==> src/common/epf_pkg.sv <==
/*
  Package for the external-line and peripheral interrupt flag block: register
  offsets, field positions, reset values and enumerations.
  Assumes a 32-bit APB bus with word-aligned registers.
*/
`default_nettype none

package epf_pkg;

  // ************************************************************
  // Register byte offsets.
  // ************************************************************
  localparam logic [7:0] EPF_OFS_EXT_CTRL   = 8'h00;
  localparam logic [7:0] EPF_OFS_PERIPH_A   = 8'h04;
  localparam logic [7:0] EPF_OFS_PERIPH_B   = 8'h08;
  localparam logic [7:0] EPF_OFS_STATUS     = 8'h0c;

  // ************************************************************
  // External line control field positions.
  // ************************************************************
  localparam int EPF_EXT_B_PRIO_BIT = 7;
  localparam int EPF_EXT_A_PRIO_BIT = 6;
  localparam int EPF_EXT_B_EN_BIT   = 4;
  localparam int EPF_EXT_A_EN_BIT   = 3;
  localparam int EPF_EXT_B_FLAG_BIT = 1;
  localparam int EPF_EXT_A_FLAG_BIT = 0;
  localparam logic [7:0] EPF_EXT_CTRL_MASK  = 8'hdb;
  localparam logic [7:0] EPF_EXT_CTRL_RESET = 8'hc0;

  // ************************************************************
  // Peripheral flag bank A field positions.
  // ************************************************************
  localparam int EPF_PA_PARPORT_BIT = 7;
  localparam int EPF_PA_CONV_BIT    = 6;
  localparam int EPF_PA_RX_BIT      = 5;
  localparam int EPF_PA_TX_BIT      = 4;
  localparam int EPF_PA_SYNC_BIT    = 3;
  localparam int EPF_PA_CAPCMP_BIT  = 2;
  localparam int EPF_PA_PERIOD_BIT  = 1;
  localparam int EPF_PA_TIMER_BIT   = 0;
  localparam logic [7:0] EPF_PA_SW_MASK = 8'hcf;
  localparam logic [7:0] EPF_PA_RESET   = 8'h00;
  localparam logic [7:0] EPF_PB_RESET   = 8'h00;

  // ************************************************************
  // Capture/compare unit modes.
  // ************************************************************
  typedef enum logic [1:0]
  {
    EPF_CC_OFF     = 2'b00,
    EPF_CC_CAPTURE = 2'b01,
    EPF_CC_COMPARE = 2'b10,
    EPF_CC_PWM     = 2'b11
  } epf_cc_mode_t;

  // ************************************************************
  // APB slave states.
  // ************************************************************
  typedef enum logic [0:0]
  {
    EPF_BUS_IDLE   = 1'b0,
    EPF_BUS_ACCESS = 1'b1
  } epf_bus_state_t;

endpackage

`default_nettype wire

==> src/common/epf_evt_if.sv <==
/*
  Interface carrying the synchronised external line levels into the edge
  detector and the one-cycle event pulses back out.
  Assumes one clock shared by both ends.
*/
`default_nettype none

interface epf_evt_if;
  logic [1:0] level;
  logic [1:0] event_pulse;

  modport detect
  (
    input  level,
    output event_pulse
  );

  modport user
  (
    output level,
    input  event_pulse
  );
endinterface

`default_nettype wire

==> src/hw/epf_top.sv <==
/*
  Interrupt flag bookkeeping for two external lines and the first peripheral
  flag bank, reached over APB.
  Assumes peripheral event inputs are one-cycle pulses or levels on CORE_CLK,
  and external pins are asynchronous.
*/
// Implementation choices: the placing of the registers and the APB slave port.
`default_nettype none


module epf_top
#(
  parameter bit HAS_PARALLEL_PORT = 1'b1
)
(
  // Clock, enable and reset.
  input  wire logic        CORE_CLK,
  input  wire logic        CORE_CE,
  input  wire logic        NRST,
  // APB slave.
  input  wire logic        PSEL,
  input  wire logic        PENABLE,
  input  wire logic        PWRITE,
  input  wire logic [7:0]  PADDR,
  input  wire logic [31:0] PWDATA,
  input  wire logic [3:0]  PSTRB,
  output logic      [31:0] PRDATA,
  output logic             PREADY,
  output logic             PSLVERR,
  // External interrupt pins.
  input  wire logic        EXT_LINE_A_PIN,
  input  wire logic        EXT_LINE_B_PIN,
  // Peripheral events.
  input  wire logic        PARPORT_ACCESS,
  input  wire logic        CONV_DONE,
  input  wire logic        RX_BUF_FULL,
  input  wire logic        TX_BUF_EMPTY,
  input  wire logic        SYNC_DONE,
  input  wire epf_pkg::epf_cc_mode_t CC_MODE,
  input  wire logic        CC_CAPTURE,
  input  wire logic        CC_MATCH,
  input  wire logic        PERIOD_MATCH,
  input  wire logic        TIMER_OVERFLOW,
  // Requests.
  output logic             EXT_REQ_HIGH,
  output logic             EXT_REQ_LOW,
  output logic [7:0]       PERIPH_FLAGS_A
);

  import epf_pkg::*;

  // ************************************************************
  // Pin synchronisers and edge detection.
  // ************************************************************
  logic [1:0] pin_meta_q;
  logic [1:0] pin_sync_q;

  always_ff @(posedge CORE_CLK or negedge NRST)
  begin
    if (!NRST)
    begin
      pin_meta_q <= 2'h0;
      pin_sync_q <= 2'h0;
    end
    else if (CORE_CE)
    begin
      pin_meta_q <= {EXT_LINE_B_PIN, EXT_LINE_A_PIN};
      pin_sync_q <= pin_meta_q;
    end
  end

  epf_evt_if evt ();
  assign evt.level = pin_sync_q;

  epf_edge_detect u_edge
  (
    .clk  (CORE_CLK),
    .nrst (NRST),
    .ce   (CORE_CE),
    .evt  (evt)
  );

  // ************************************************************
  // APB slave.
  // ************************************************************
  epf_bus_state_t bus_q;
  logic           wr_en;
  logic           rd_en;
  logic           addr_ok;
  logic [7:0]     wbyte;
  logic [31:0]    rdata_d;

  assign addr_ok = (PADDR == EPF_OFS_EXT_CTRL) || (PADDR == EPF_OFS_PERIPH_A) ||
                   (PADDR == EPF_OFS_PERIPH_B) || (PADDR == EPF_OFS_STATUS);
  // A write lands only at the edge where the master samples PREADY high.
  assign wr_en = CORE_CE && PSEL && PENABLE && PREADY && (bus_q == EPF_BUS_ACCESS) &&
                 PWRITE && addr_ok && PSTRB[0];
  assign rd_en = CORE_CE && PSEL && PENABLE && !PREADY && !PWRITE;
  assign wbyte = PWDATA[7:0];

  always_ff @(posedge CORE_CLK or negedge NRST)
  begin
    if (!NRST)
    begin
      bus_q   <= EPF_BUS_IDLE;
      PREADY  <= 1'b0;
      PSLVERR <= 1'b0;
    end
    else if (CORE_CE)
    begin
      case (bus_q)
        EPF_BUS_IDLE:
        begin
          PREADY  <= 1'b0;
          PSLVERR <= 1'b0;
          if (PSEL && PENABLE)
          begin
            bus_q   <= EPF_BUS_ACCESS;
            PREADY  <= 1'b1;
            PSLVERR <= !addr_ok;
          end
        end
        EPF_BUS_ACCESS:
        begin
          bus_q   <= EPF_BUS_IDLE;
          PREADY  <= 1'b0;
          PSLVERR <= 1'b0;
        end
        default:
        begin
          bus_q <= EPF_BUS_IDLE;
        end
      endcase
    end
  end

  // ************************************************************
  // External line control register.
  // ************************************************************
  logic [7:0] ext_ctrl_q;
  logic [1:0] ext_flag_set;
  logic [1:0] ext_en;
  logic [1:0] ext_prio;
  logic       ext_wr;

  assign ext_wr       = wr_en && (PADDR == EPF_OFS_EXT_CTRL);
  assign ext_flag_set = evt.event_pulse & {2{CORE_CE}};
  assign ext_en       = {ext_ctrl_q[EPF_EXT_B_EN_BIT], ext_ctrl_q[EPF_EXT_A_EN_BIT]};
  assign ext_prio     = {ext_ctrl_q[EPF_EXT_B_PRIO_BIT], ext_ctrl_q[EPF_EXT_A_PRIO_BIT]};

  always_ff @(posedge CORE_CLK or negedge NRST)
  begin
    if (!NRST)
      ext_ctrl_q <= EPF_EXT_CTRL_RESET;
    else if (CORE_CE)
    begin
      if (ext_wr)
        ext_ctrl_q <= wbyte & EPF_EXT_CTRL_MASK;
      // Set wins over a clear written in the same cycle.
      if (ext_flag_set[0])
        ext_ctrl_q[EPF_EXT_A_FLAG_BIT] <= 1'b1;
      if (ext_flag_set[1])
        ext_ctrl_q[EPF_EXT_B_FLAG_BIT] <= 1'b1;
    end
  end

  // ************************************************************
  // Peripheral flag bank A.
  // ************************************************************
  logic [7:0] pa_q;
  logic [7:0] pa_set;
  logic [7:0] pa_read;
  logic       pa_wr;
  logic       cc_event;

  assign pa_wr = wr_en && (PADDR == EPF_OFS_PERIPH_A);

  always_comb
  begin
    cc_event = 1'b0;
    case (CC_MODE)
      EPF_CC_CAPTURE: cc_event = CC_CAPTURE;
      EPF_CC_COMPARE: cc_event = CC_MATCH;
      default:        cc_event = 1'b0;
    endcase
  end

  assign pa_set = {PARPORT_ACCESS & HAS_PARALLEL_PORT, CONV_DONE, 2'b00,
                   SYNC_DONE, cc_event, PERIOD_MATCH, TIMER_OVERFLOW};

  always_ff @(posedge CORE_CLK or negedge NRST)
  begin
    if (!NRST)
      pa_q <= EPF_PA_RESET;
    else if (CORE_CE)
      // Writes touch only software-clearable bits; events win over the write.
      pa_q <= (pa_wr ? (wbyte & EPF_PA_SW_MASK) : pa_q) | pa_set;
  end

  always_comb
  begin
    pa_read = pa_q & EPF_PA_SW_MASK;
    pa_read[EPF_PA_RX_BIT] = RX_BUF_FULL;
    pa_read[EPF_PA_TX_BIT] = TX_BUF_EMPTY;
    if (!HAS_PARALLEL_PORT)
      pa_read[EPF_PA_PARPORT_BIT] = 1'b0;
  end

  // ************************************************************
  // Read data and outputs.
  // ************************************************************
  always_comb
  begin
    rdata_d = 32'h0;
    case (PADDR)
      EPF_OFS_EXT_CTRL: rdata_d = {24'h0, ext_ctrl_q};
      EPF_OFS_PERIPH_A: rdata_d = {24'h0, pa_read};
      EPF_OFS_PERIPH_B: rdata_d = {24'h0, EPF_PB_RESET};
      EPF_OFS_STATUS:   rdata_d = {30'h0, pin_sync_q};
      default:          rdata_d = 32'h0;
    endcase
  end

  always_ff @(posedge CORE_CLK or negedge NRST)
  begin
    if (!NRST)
    begin
      PRDATA         <= 32'h0;
      EXT_REQ_HIGH   <= 1'b0;
      EXT_REQ_LOW    <= 1'b0;
      PERIPH_FLAGS_A <= 8'h0;
    end
    else if (CORE_CE)
    begin
      if (rd_en)
        PRDATA <= rdata_d;
      EXT_REQ_HIGH <= |({ext_ctrl_q[EPF_EXT_B_FLAG_BIT], ext_ctrl_q[EPF_EXT_A_FLAG_BIT]}
                        & ext_en & ext_prio);
      EXT_REQ_LOW  <= |({ext_ctrl_q[EPF_EXT_B_FLAG_BIT], ext_ctrl_q[EPF_EXT_A_FLAG_BIT]}
                        & ext_en & ~ext_prio);
      PERIPH_FLAGS_A <= pa_read;
    end
  end

endmodule

`default_nettype wire

==> src/hw/epf_edge_detect.sv <==
/*
  Rising-edge detector for the two synchronised external interrupt lines.
  Assumes its inputs are already in the clock domain.
*/
`default_nettype none

module epf_edge_detect
(
  // Clock and reset.
  input  wire logic   clk,
  input  wire logic   nrst,
  input  wire logic   ce,
  // Line levels and events.
  epf_evt_if.detect   evt
);

  logic [1:0] prev_q;

  always_ff @(posedge clk or negedge nrst)
  begin
    if (!nrst)
      prev_q <= 2'h0;
    else if (ce)
      prev_q <= evt.level;
  end

  assign evt.event_pulse = evt.level & ~prev_q;

endmodule

`default_nettype wire

==> config.mk <==
export PLATFORM = sky130hd
export DESIGN_NAME = epf_top
export DESIGN_NICKNAME = d
export VERILOG_FILES = /design/src/common/epf_pkg.sv /design/src/common/epf_evt_if.sv /design/src/hw/epf_top.sv /design/src/hw/epf_edge_detect.sv
export SDC_FILE = /design/constraint.sdc
export NUM_CORES = 1
export LEC_CHECK = 0
export BUFFER_PORTS_ARGS = -buffer_cell sky130_fd_sc_hd__buf_2
export CORE_MARGIN = 8
export CORE_UTILIZATION = 23
export CTS_CLUSTER_SIZE = 40
export DETAILED_ROUTE_END_ITERATION = 10
export HOLD_SLACK_MARGIN = 0.08
export PLACE_DENSITY_LB_ADDON = 0.25
export SYNTH_ARGS = -nofsm -noshare
export SYNTH_HDL_FRONTEND = slang
export SYNTH_SLANG_ARGS = --single-unit
==> constraint.sdc <==
create_clock -name CORE_CLK -period 1.4 [get_ports CORE_CLK]
set_input_delay 0.07 -clock CORE_CLK [delete_from_list [all_inputs] [get_ports CORE_CLK]]
set_output_delay 0.07 -clock CORE_CLK [all_outputs]
set_load 0.02 [all_outputs]
=== Yosys cells after proc, flatten, opt, wreduce, memory -nomap -nowiden ===
Cells that the tools add are included.
Widths: inputs -> output; s select.

* Div/mod/pow operators: 0
* Eq/ne operators: 5
* Bitwise logic cells: 9
* Reductions and logical operators: 27
* Multiply operators: 0
* Magnitude comparators: 0
* Mux-type cells: 10
* Shifts and indexed selects: 0
* $add $sub $neg: 0

{| class="wikitable"
|+ Operators with widths
! kind !! number
|-
| $pmux 8 s3 || 1
|-
| $eq 8x4->1 const B || 2
|-
| $logic_and 1x1->1 || 12
|-
| $and 2x2->2 || 5
|-
| $eq 8x3->1 const B || 1
|-
| $logic_not 8->1 || 1
|-
| $mux 8 || 1
|-
| $or 8x8->8 || 1
|-
| $reduce_and 2->1 || 4
|-
| $pmux 1 s2 || 3
|-
| $mux 1 || 4
|-
| $not 2->2 || 2
|-
| $reduce_bool 2->1 || 2
|-
| $reduce_or 2->1 || 2
|-
| $logic_not 1->1 || 3
|-
| $logic_or 1x1->1 || 3
|-
| $eq 2x1->1 const B || 1
|-
| $eq 2x2->1 const B || 1
|-
| $mux 2 || 1
|-
| $not 1->1 || 1
|}

* Latch bits: 0
* Output and inout port bits: 44
* Memories kept: 0
* Bits in registers: 64
* Word-level logic and storage cells: 64
* Bits in read-only memories: 0
* Memory bits (writable): 0

=== Logic depth before layout (Yosys ltp) ===
Gate-level depths: netlist (run 1).

* Depth in word-level cells: 10
* Depth in mapped cells: 6
* Gate-level depth less buffers: 6

=== Modules after synthesis ===
A second synthesis (run 1) with hierarchy kept.

* Cell total of the unflattened synthesis: 173
* Area, all modules: 1,954.4 µm²

{| class="wikitable"
|+ By module, submodules not included
! module !! instances !! sequential area each (µm²) !! area each (µm²) !! cells each
|-
| epf_top || 1 || 903.4 || 1,869.3 || 167
|-
| epf_edge_detect || 1 || 50.0 || 85.1 || 6
|}

=== Least setup slack after synthesis (run 1) ===
No wires, ideal clock.

* Path type: in2reg
* Start: input PADDR[2]
* End: register pa_q[0]
* Stages: 5
* Path buffers: 1
* Slack: -0.158 ns
* Arrival: 1.438 ns
* Data required time: 1.280 ns
* Cell sequence: buf_6 or4b_4 nor4_4 mux2i_1 nand2_1

* Cells in the longest elaborated chain, start to end: 9
* Elaborated cells between the ends (all ways): 12

{| class="wikitable"
|+ Ends and longest elaborated chain
! what !! RTL line !! text
|-
| start, declared || epf_top.sv:24 || <nowiki>input wire logic [7:0] PADDR,</nowiki>
|-
| $eq 8x3->1 or $logic_not 8->1 (tied branches) || epf_top.sv:93, epf_top.sv:176 ||
|-
| $logic_or 1x1->1 (2 in series) || epf_top.sv:93 || <nowiki>assign addr_ok = (PADDR == EPF_OFS_EXT_CTRL) || (PADDR == EPF_OFS_PERIPH_A) ||</nowiki>
|-
| $logic_or 1x1->1 || epf_top.sv:94 || <nowiki>(PADDR == EPF_OFS_PERIPH_B) || (PADDR == EPF_OFS_STATUS);</nowiki>
|-
| $logic_and 1x1->1 (2 in series) || epf_top.sv:97 || <nowiki>PWRITE && addr_ok && PSTRB[0];</nowiki>
|-
| $logic_and 1x1->1 * || epf_top.sv:176 || <nowiki>assign pa_wr = wr_en && (PADDR == EPF_OFS_PERIPH_A);</nowiki>
|-
| $mux 8 * || epf_top.sv:197 || <nowiki>pa_q <= (pa_wr ? (wbyte & EPF_PA_SW_MASK) : pa_q) | pa_set;</nowiki>
|-
| $or 8x8->8 * || epf_top.sv:197 ||
|-
| end signal, assigned || epf_top.sv:197 ||
|-
| end, declared || epf_top.sv:170 || <nowiki>logic [7:0] pa_q;</nowiki>
|}

Every way passes the cells marked *; elsewhere a longest branch is shown, timed or not.
A chain may end at the register's enable or synchronous reset.

=== Worst setup path after layout (run 1) ===
* Start: register bus_q
* End: register pa_q[3]

* Cells in the longest elaborated chain, start to end: 8

{| class="wikitable"
|+ Ends and longest elaborated chain
! what !! RTL line !! text
|-
| start, declared || epf_top.sv:86 || <nowiki>epf_bus_state_t bus_q;</nowiki>
|-
| start signal, assigned || epf_top.sv:105 || <nowiki>bus_q <= EPF_BUS_IDLE;</nowiki>
|-
| start signal, assigned || epf_top.sv:118 || <nowiki>bus_q <= EPF_BUS_ACCESS;</nowiki>
|-
| start signal, assigned || epf_top.sv:125 || <nowiki>bus_q <= EPF_BUS_IDLE;</nowiki>
|-
| $logic_and 1x1->1 || n/a ||
|-
| $logic_and 1x1->1 * (2 in series) || epf_top.sv:96 || <nowiki>assign wr_en = CORE_CE && PSEL && PENABLE && PREADY && (bus_q == EPF_BUS_ACCESS) &&</nowiki>
|-
| $logic_and 1x1->1 * (2 in series) || epf_top.sv:97 ||
|-
| $logic_and 1x1->1 * || epf_top.sv:176 ||
|-
| $mux 8 * || epf_top.sv:197 ||
|-
| $or 8x8->8 * || epf_top.sv:197 ||
|}

Marks and branches as above.

==> impl_metrics.tcl, run 1 <==
set metrics [dict create \
    yosys_warnings 0 \
    core_area_um2 8093 \
    whs_path_depth 3 \
    holdCritStartpoint "PWRITE" \
    dr.pass1.iters 4 \
    rsz0062_at_grt "yes" \
    path_class "register to register" \
    max-cap-violations 0 \
    hold_path.class "input port to register" \
    wl_met2_mm 2.230 \
    grt_pass1_wl_mm 7.638 \
    cts_buffer_depth 2 \
    endpoint_kind "register" \
    die_w_um 106.7 \
    cts_inserted_buffers 5 \
    fmax_ghz 0.7202 \
    grt_max_degree 29 \
    start_kind "register" \
    htree_levels 2 \
    clkTransAtPathRegs_ns 0.08 \
    grtUsageTotal 0.08507 \
    finalHoldViolations 0 \
    p_per_area_nw_per_um2 919.2 \
    synth.area.top_cells "dfrtp_1, buf_4, mux2_2" \
    route.met3.wl_um 384 \
    drc 0 \
    dieArea_um2 11390 \
    p_leak_nw 1.206 \
    r2r-start "bus_q" \
    drt_iter0_markers 14 \
    ioPinCount 107 \
    slew_viol_final 0 \
    reg2reg_to "pa_q[3]" \
    fin_crit_ns 1.388 \
    cts_tree "done" \
    fin_nets 325 \
    crit_start "bus_q" \
    io_buffers 54 \
    yosysUniqueCellTypes 32 \
    dpl.hpwl_mm 3.813 \
    drive_above_1_share 0.3908 \
    path_max_fanout 8 \
    vias 1484 \
    met1_length_mm 2.062 \
    vias_per_cell 4.055 \
    top_layer "met4" \
    synthArstFlopShare 1.000 \
    wirelength_mm 4.729 \
    num_rows 33 \
    synth_top_area_frac 0.4759 \
    clk_latency_ns 0.29 \
    cts_root_buf "clkbuf_8" \
    dpl_worst_slack_ns -0.2042 \
    worst-endpoint-required_ns 1.58 \
    ys_ff_latch 38 \
    fin_util 0.3190 \
    synth_cells 174 \
    start_util 0.2339 \
    syn_area_um2 1893 \
    syn_to_final_growth_pct 36.35 \
    die_height_um 106.7 \
    finalPower_mw 2.373 \
    synth_edf_count 0 \
    avgSynthCellArea_um2 10.88 \
    num_antenna_cells 0 \
    antenna_found_initial 0 \
    clock_skew_ns 0.004158 \
    cts.sinks 38 \
    grt_pass1_vias 1562 \
    yosys.area.top_type "dfrtp_1" \
    rrSetupSlack_ns 0.01 \
    setup_viol 0 \
    ys.flop_type "dfrtp_1" \
    gp_congestion 0.7189 \
    fin_crit_sh 0.9917 \
    wl_per_cell_um 12.92 \
    critPathArrivalTime_ns 1.57 \
    seq_area_frac_synth 0.5036 \
    setup_slack_ns 0.01157 \
    holdPathEnd "PRDATA[5]" \
    r2r_cells 6 \
    overflow 0 \
    status "complete, no violations" \
    postRouteAntennaNets 0 \
    ir_worst_vdd_mv 0.3533 \
]
==> cell usage after synthesis, types with 2 or more instances <==
cell type  count
dfrtp_1       36
buf_4         24
nand2_1       21
mux2_2        16
mux2i_1       12
nor2_1        11
o21ai_0        9
inv_1          6
nand3_1        6
clkbuf_1       4
nor3_1         4
a22o_1         2
dfstp_2        2
ha_1           2
nand3b_1       2
==> timing repair <==
| item | 4_1_cts | 5_1_grt |
|---|---|---|
| buffers inserted | 0 | 1 |
| cloned | 0 | 0 |
| hold endpoints to repair | 35 | 0 |
| resized for setup | 1 | 6 |
| pin swaps | 1 | 5 |
| endpoints found under the setup margin | 6 | 15 |
| hold buffers | 17 | 0 |
==> report_power, final <==
group | switching (mW) | internal, mW
registers | 0.0350 | 1.15
logic | 0.224 | 0.167
clock network | 0.398 | 0.396
==> cell usage in the layout (no fill, tap or decap), drive strengths merged, types with 5 or more instances in the layout <==
cell / count
conb: 24
mux2: 16
nand3: 6
mux2i: 12
nand2: 21
dfrtp: 36
dlygate4sd3: 17
clkbuf: 6
buf: 68
nor2: 11
o21ai: 9
inv: 6
nor3: 5
==> cells by family after synthesis <==
| kind of cell | Yosys count | share of synthesized area |
|---|---|---|
| buffers and inverters | 35 | 0.1209 |
| flip-flops | 38 | 0.5036 |
| AO/OA/AOI/OAI | 18 | 0.05883 |
| adder cells (fa/ha/maj) | 2 | 0.01322 |
| other | 1 | 0.001981 |
| AND/OR/NAND/NOR | 52 | 0.1428 |
| multiplexers | 28 | 0.1586 |
==> area by class of cell <==
class                   instances  area (µm²)
clock buffers                   6       82.58
well taps                     105       131.4
inverters                       6       22.52
fillers                       871        5512
flip-flops and latches         38       954.7
clock inverters                 2       12.51
multi-input cells             124       807.0
repair buffers                 85       570.5
==> critical path, stage by stage (launching register included) <==
cell     delay (ns)
dfrtp_2        0.38
nand4_1        0.13
buf_4          0.18
nor4_4         0.18
buf_12         0.17
mux2i_1        0.18
nand2_1        0.06
==> registers in the layout, indices dropped and copies added, names as in the netlist <==
signal,count
pin_meta_q,2
EXT_REQ_LOW,1
PSLVERR,1
PRDATA,8
PERIPH_FLAGS_A,8
pa_q,6
bus_q,1
u_edge.prev_q,2
evt.level,2
EXT_REQ_HIGH,1
ext_ctrl_q,6
==> worst max-delay path by stage <==
stage                     endpoint  cells past startpoint
final                      pa_q[3]                      6
after global routing       pa_q[7]                      6
after CTS                  pa_q[3]                      6
after detailed placement   pa_q[6]                      6
after global placement     pa_q[7]                      6
after floorplan            pa_q[0]                      5
==> through the flow <==
step                hold WS [ns]  area [µm²]  cells  setup TNS [ns]
floorplan                -0.2256        1989    197          -1.424
global placement         0.05753        2298    340          -1.709
detailed placement       0.05903        2298    340          -1.842
CTS                       0.2000        2569    365        -0.01820
global route              0.2307        2581    366         -0.5358
finish                    0.2134        2581    366               0
==> metal layers <==
| metal | GRT usage | up-vias |
|---|---|---|
| li1 | - | 721 |
| met1 | 0.09852 | 708 |
| met2 | 0.1465 | 51 |
| met5 | 0 | - |
| met3 | 0.02400 | 4 |
| met4 | 0.03015 | 0 |
No activity file was read; power rests on OpenSTA's default activity.
==> run 2, diff against run 1 <==
Clock period 1.4 ns to 1.7 ns, I/O delays scaled along.
==> run 2 against run 1 <==
Count of clock-buffer cells in the layout unchanged. Cell count decreased by 1.6%. Sequential share of layout area increased by 0.48 points. Sequential cell count unchanged. Non-clock buffer count decreased by 6. Combinational power decreased by 22%. Clock skew about the same. Critical endpoint is now PRDATA[2]. Largest cell class unchanged. Largest power group unchanged.
==> impl_metrics.tcl, run 2 (same netlist as run 1, synthesis figures left out) <==
set metrics [dict create \
    hold_ws_ns 0.08929 \
    switching_share 0.2396 \
    syn_to_final_growth_pct 34.43 \
    wl_per_cell_um 13.20 \
    p_int_mw 1.701 \
    dr.pass1.iters 4 \
    start_util 0.2339 \
    htree_levels 2 \
    p_comb_frac 0.136 \
    setup_viol 0 \
    vias 1436 \
    postRouteAntennaNets 0 \
    cts.sinks 38 \
    p_switching_mw 0.5360 \
    dpl.hpwl_mm 3.654 \
    max-cap-violations 0 \
    final_cell_mix "buf_2, dfrtp_1, conb_1" \
    dieArea_um2 11390 \
    drc 0 \
    critPathArrivalTime_ns 1.70 \
    slew_viol_final 0 \
    grt_max_degree 39 \
    die_height_um 106.7 \
    clock_skew_ns 0.004301 \
    gp_congestion 0.6949 \
    endpoint_kind "register" \
    fin_nets 319 \
    pwr-share-seq 0.437 \
    start_kind "register" \
    ir_worst_vdd_mv 0.3227 \
    dpl_worst_slack_ns 0.02838 \
    worst-endpoint-required_ns 1.93 \
    rsz0062_at_grt "no" \
    finalHoldViolations 0 \
    grt_pass1_vias 1488 \
    fin_crit_sh 0.8630 \
    fillCellCount 850 \
    fin_crit_ns 1.467 \
    path_class "register to register" \
    ioPinCount 107 \
    clkPwrFrac 0.427 \
    drive_above_1_share 0.3686 \
    p_per_area_nw_per_um2 878.9 \
    overflow 0 \
    path_max_fanout 9 \
    vias_per_cell 3.989 \
    final_common_cell "buf_2" \
    cts_inserted_buffers 5 \
    num_rows 33 \
    clkTransAtPathRegs_ns 0.08 \
    setup_slack_ns 0.2329 \
    setup_tns_ns 0 \
    wirelength_mm 4.751 \
    num_antenna_cells 0 \
    status "complete, no violations" \
    cts-resized-gates 0 \
    top_regs "PERIPH_FLAGS_A: 8 flops, PRDATA: 8 flops" \
    die_w_um 106.7 \
    io_buffers 54 \
    p_leak_nw 1.196 \
    grt_pass1_wl_mm 7.603 \
    fmax_ghz 0.6816 \
    core_area_um2 8093 \
    cts_hold_buf 16 \
    clk_latency_ns 0.29 \
    grtUsageTotal 0.08470 \
    cts_root_buf "clkbuf_8" \
    post_cts_buffers 0 \
    hold_path.class "input port to register" \
    drt_iter0_markers 54 \
    cts_tree "done" \
    antenna_found_initial 0 \
    cts_buffer_depth 2 \
]
-- run 2: changes by cell type in the layout (fill, tap and decap cells not counted), sizes merged --
cell         change
clkinvlp         -1
bufinv           +2
buf              -5
clkinv           -1
dlygate4sd3      -1
-- run 2: worst paths after layout --
check                          start            end  slack [ns]  cells past startpoint
hold / removal             PWDATA[1]  ext_ctrl_q[1]        0.09                      3
setup / recovery               bus_q      PRDATA[2]        0.23                      4
setup reg to reg               bus_q      PRDATA[2]        0.23                      4
max in group asynchronous       NRST  ext_ctrl_q[7]        0.97                      3
hold reg to reg            PRDATA[1]      PRDATA[1]        0.47                      2
min in group asynchronous       NRST        pa_q[7]        0.37                      3
-- run 2: critical path: stages, from the launching register on --
cell,delay [ns]
dfrtp_1,0.41
nand4b_1,0.21
or2_2,0.39
nor3_1,0.23
a22o_1,0.16
-- run 2: metal layers --
metal / global-route usage / vias to the layer above / routed length [µm]
met3: 0.02819 / 5 / 405
li1: - / 708 / -
met5: 0 / - / 0
met1: 0.09710 / 674 / 1996
met2: 0.1452 / 49 / 2294
met4: 0.02714 / 0 / 55
-- run 2: layout make-up --
class / count / area [µm²] / share of cell area
multi-input cells: 124 / 797.0 / 0.3132
clock inverters: 2 / 60.06 / 0.02360
inverters: 6 / 22.52 / 0.008850
repair buffers: 79 / 498.0 / 0.1957
clock buffers: 6 / 82.58 / 0.03245
well taps: 105 / 131.4 / 0.05162
flip-flops and latches: 38 / 953.4 / 0.3746
-- run 2: power groups by stage --
stage                     combinational [mW]  sequential (mW)  clock (mW)
after detailed placement               0.280            0.997           0
after floorplan                        0.182             1.02           0
final                                  0.305            0.978       0.954
after CTS                              0.309            0.979       0.980
after global routing                   0.338            0.986        1.01
after global placement                 0.277            0.995           0
-- run 2: stage by stage --
step	instance area [µm²]	util	std cells	power (mW)
4_1_cts	2545	0.3145	360	2.268
3_5_place_dp	2242	0.2771	336	1.277
5_1_grt	2545	0.3145	360	2.336
6_report	2545	0.3145	360	2.237
2_1_floorplan	1979	-	197	1.199
3_3_place_gp	2242	0.2771	336	1.272
==> run 3, diff against run 2 <==
Settings changed: CORE_UTILIZATION 23 to 30.
==> run 3 against run 2 <==
Count of clock-buffer cells in the layout grew 1. Setup slack lost 0.022 ns. Power shrank 15%. Non-clock buffer count did not move. Cell count shrank 7.8%. Via count rose by 0.35%. Sequential cell count unchanged. Clock skew hardly changed. Routed wire length fell by 5.9%. Maximum frequency down 1.5%.
==> impl_metrics.tcl, run 3 (same netlist as run 1, synthesis figures left out) <==
set metrics [dict create \
    vias 1441 \
    postRouteAntennaNets 0 \
    crit_family "buffers and inverters" \
    die_height_um 95.44 \
    slowest_delay_ns 0.52 \
    fin_nets 319 \
    drive_above_1_share 0.3647 \
    cts_buffer_depth 2 \
    path_max_fanout 6 \
    drc 0 \
    die_w_um 95.44 \
    fin_area_um2 2471 \
    hold_ws_ns 0.09967 \
    grt_pass1_wl_mm 6.962 \
    wl_per_cell_um 13.46 \
    setup_tns_ns 0 \
    io_buffers 54 \
    critPathArrivalTime_ns 1.66 \
    fillCellCount 636 \
    core_area_um2 6241 \
    grt_max_degree 26 \
    slew_viol_final 0 \
    final_cell_mix "buf_2, dfrtp_1, conb_1" \
    num_rows 29 \
    top_regs "PERIPH_FLAGS_A: 8 flops, PRDATA: 8 flops" \
    p_per_area_nw_per_um2 772.3 \
    start_kind "input port" \
    instances_no_fill 332 \
    cts_inserted_buffers 5 \
    placed_area_um2 2220 \
    placed_cells 308 \
    clkTransAtPathRegs_ns 0.07 \
    path_cells "dlygate4sd3_1 -> buf_2 -> nand4_1 -> nor3_1 -> nand3b_1 -> buf_4 -> mux2_2" \
    wirelength_mm 4.469 \
    worst-endpoint-required_ns 1.87 \
    cts-resized-gates 0 \
    p_leak_nw 1.177 \
    dieArea_um2 9108 \
    finalHoldViolations 0 \
    drt_iter0_markers 79 \
    htree_levels 2 \
    clock_skew_ns 0.004333 \
    path_class "input port to register" \
    max-cap-violations 0 \
    fin_crit_sh 0.8761 \
    grt_pass1_vias 1461 \
    dr.pass1.iters 4 \
    cts_root_buf "clkbuf_8" \
    grtUsageTotal 0.09916 \
    num_antenna_cells 0 \
    syn_to_final_growth_pct 30.54 \
    clk_latency_ns 0.28 \
    hold_path.class "input port to register" \
    cts.sinks 38 \
    antenna_found_initial 0 \
    endpoint_kind "register" \
    fin_crit_ns 1.489 \
    ir_worst_vdd_mv 0.4608 \
    fmax_ghz 0.6714 \
    cp_num_buf_inv 3 \
    vias_per_cell 4.340 \
    overflow 0 \
    status "complete, no violations" \
    rsz0062_at_grt "no" \
    final_common_cell "buf_2" \
    dpl.hpwl_mm 3.542 \
    multi_input_area_um2 797.0 \
    start_util 0.3033 \
    ioPinCount 107 \
    setup_viol 0 \
    seq_area_um2 953.4 \
    cts_tree "done" \
    gp_congestion 0.7114 \
    cp_slowest_cell "dlygate4sd3_1" \
]
==> run 3: area by class of cell <==
cell class                 instances  area share
sequential                        38      0.3858
inverter                           6    0.009114
tap                               77     0.03899
timing repair buffer              79      0.2066
clock inverter                     1    0.002025
clock buffer                       7     0.03494
multi-input combinational        124      0.3225
==> run 3: metrics by stage <==
stage	util	setup WS, ns	power, mW
after floorplan	-	0.1270	1.199
after global placement	0.3557	0.04354	1.272
after detailed placement	0.3557	0.04152	1.278
after CTS	0.3960	0.2016	1.947
after global routing	0.3960	0.1283	2.015
final	0.3960	0.2106	1.909
==> run 3: metal layers <==
metal,share of wire,GRT usage
met5,0,0
met3,0.061,0.02126
met2,0.51,0.1692
met1,0.42,0.1193
met4,0.0051,0.03841
==> run 3: worst register-to-register path, delay by kind of cell (launching register included) <==
kind             cells  cell delay (ns)
flip-flops           1             0.41
AND/OR/NAND/NOR      3             0.80
AO/OA/AOI/OAI        1             0.17
==> run 3: power by group <==
| group | switching (mW) | leakage (nW) | internal (mW) | total [mW] |
|---|---|---|---|---|
| Combinational | 0.177 | 0.697 | 0.128 | 0.306 |
| Sequential | 0.0291 | 0.432 | 0.950 | 0.979 |
| Clock | 0.296 | 0.0482 | 0.327 | 0.624 |
| Total | 0.503 | 1.18 | 1.41 | 1.91 |
==> run 3: final timing paths <==
check	cells past startpoint	start	end	slack [ns]
setup / recovery	7	CORE_CE	ext_ctrl_q[4]	0.21
hold / removal	3	PERIOD_MATCH	pa_q[1]	0.1
setup reg to reg	4	bus_q	PRDATA[2]	0.28
hold reg to reg	2	PRDATA[0]	PRDATA[0]	0.47
max in group asynchronous	3	NRST	ext_ctrl_q[7]	0.86
min in group asynchronous	2	NRST	ext_ctrl_q[3]	0.29
==> run 3: timing repair <==
item	in CTS	in global routing
setup buffers	0	0
hold buffers	16	0
hold endpoints to repair	32	0
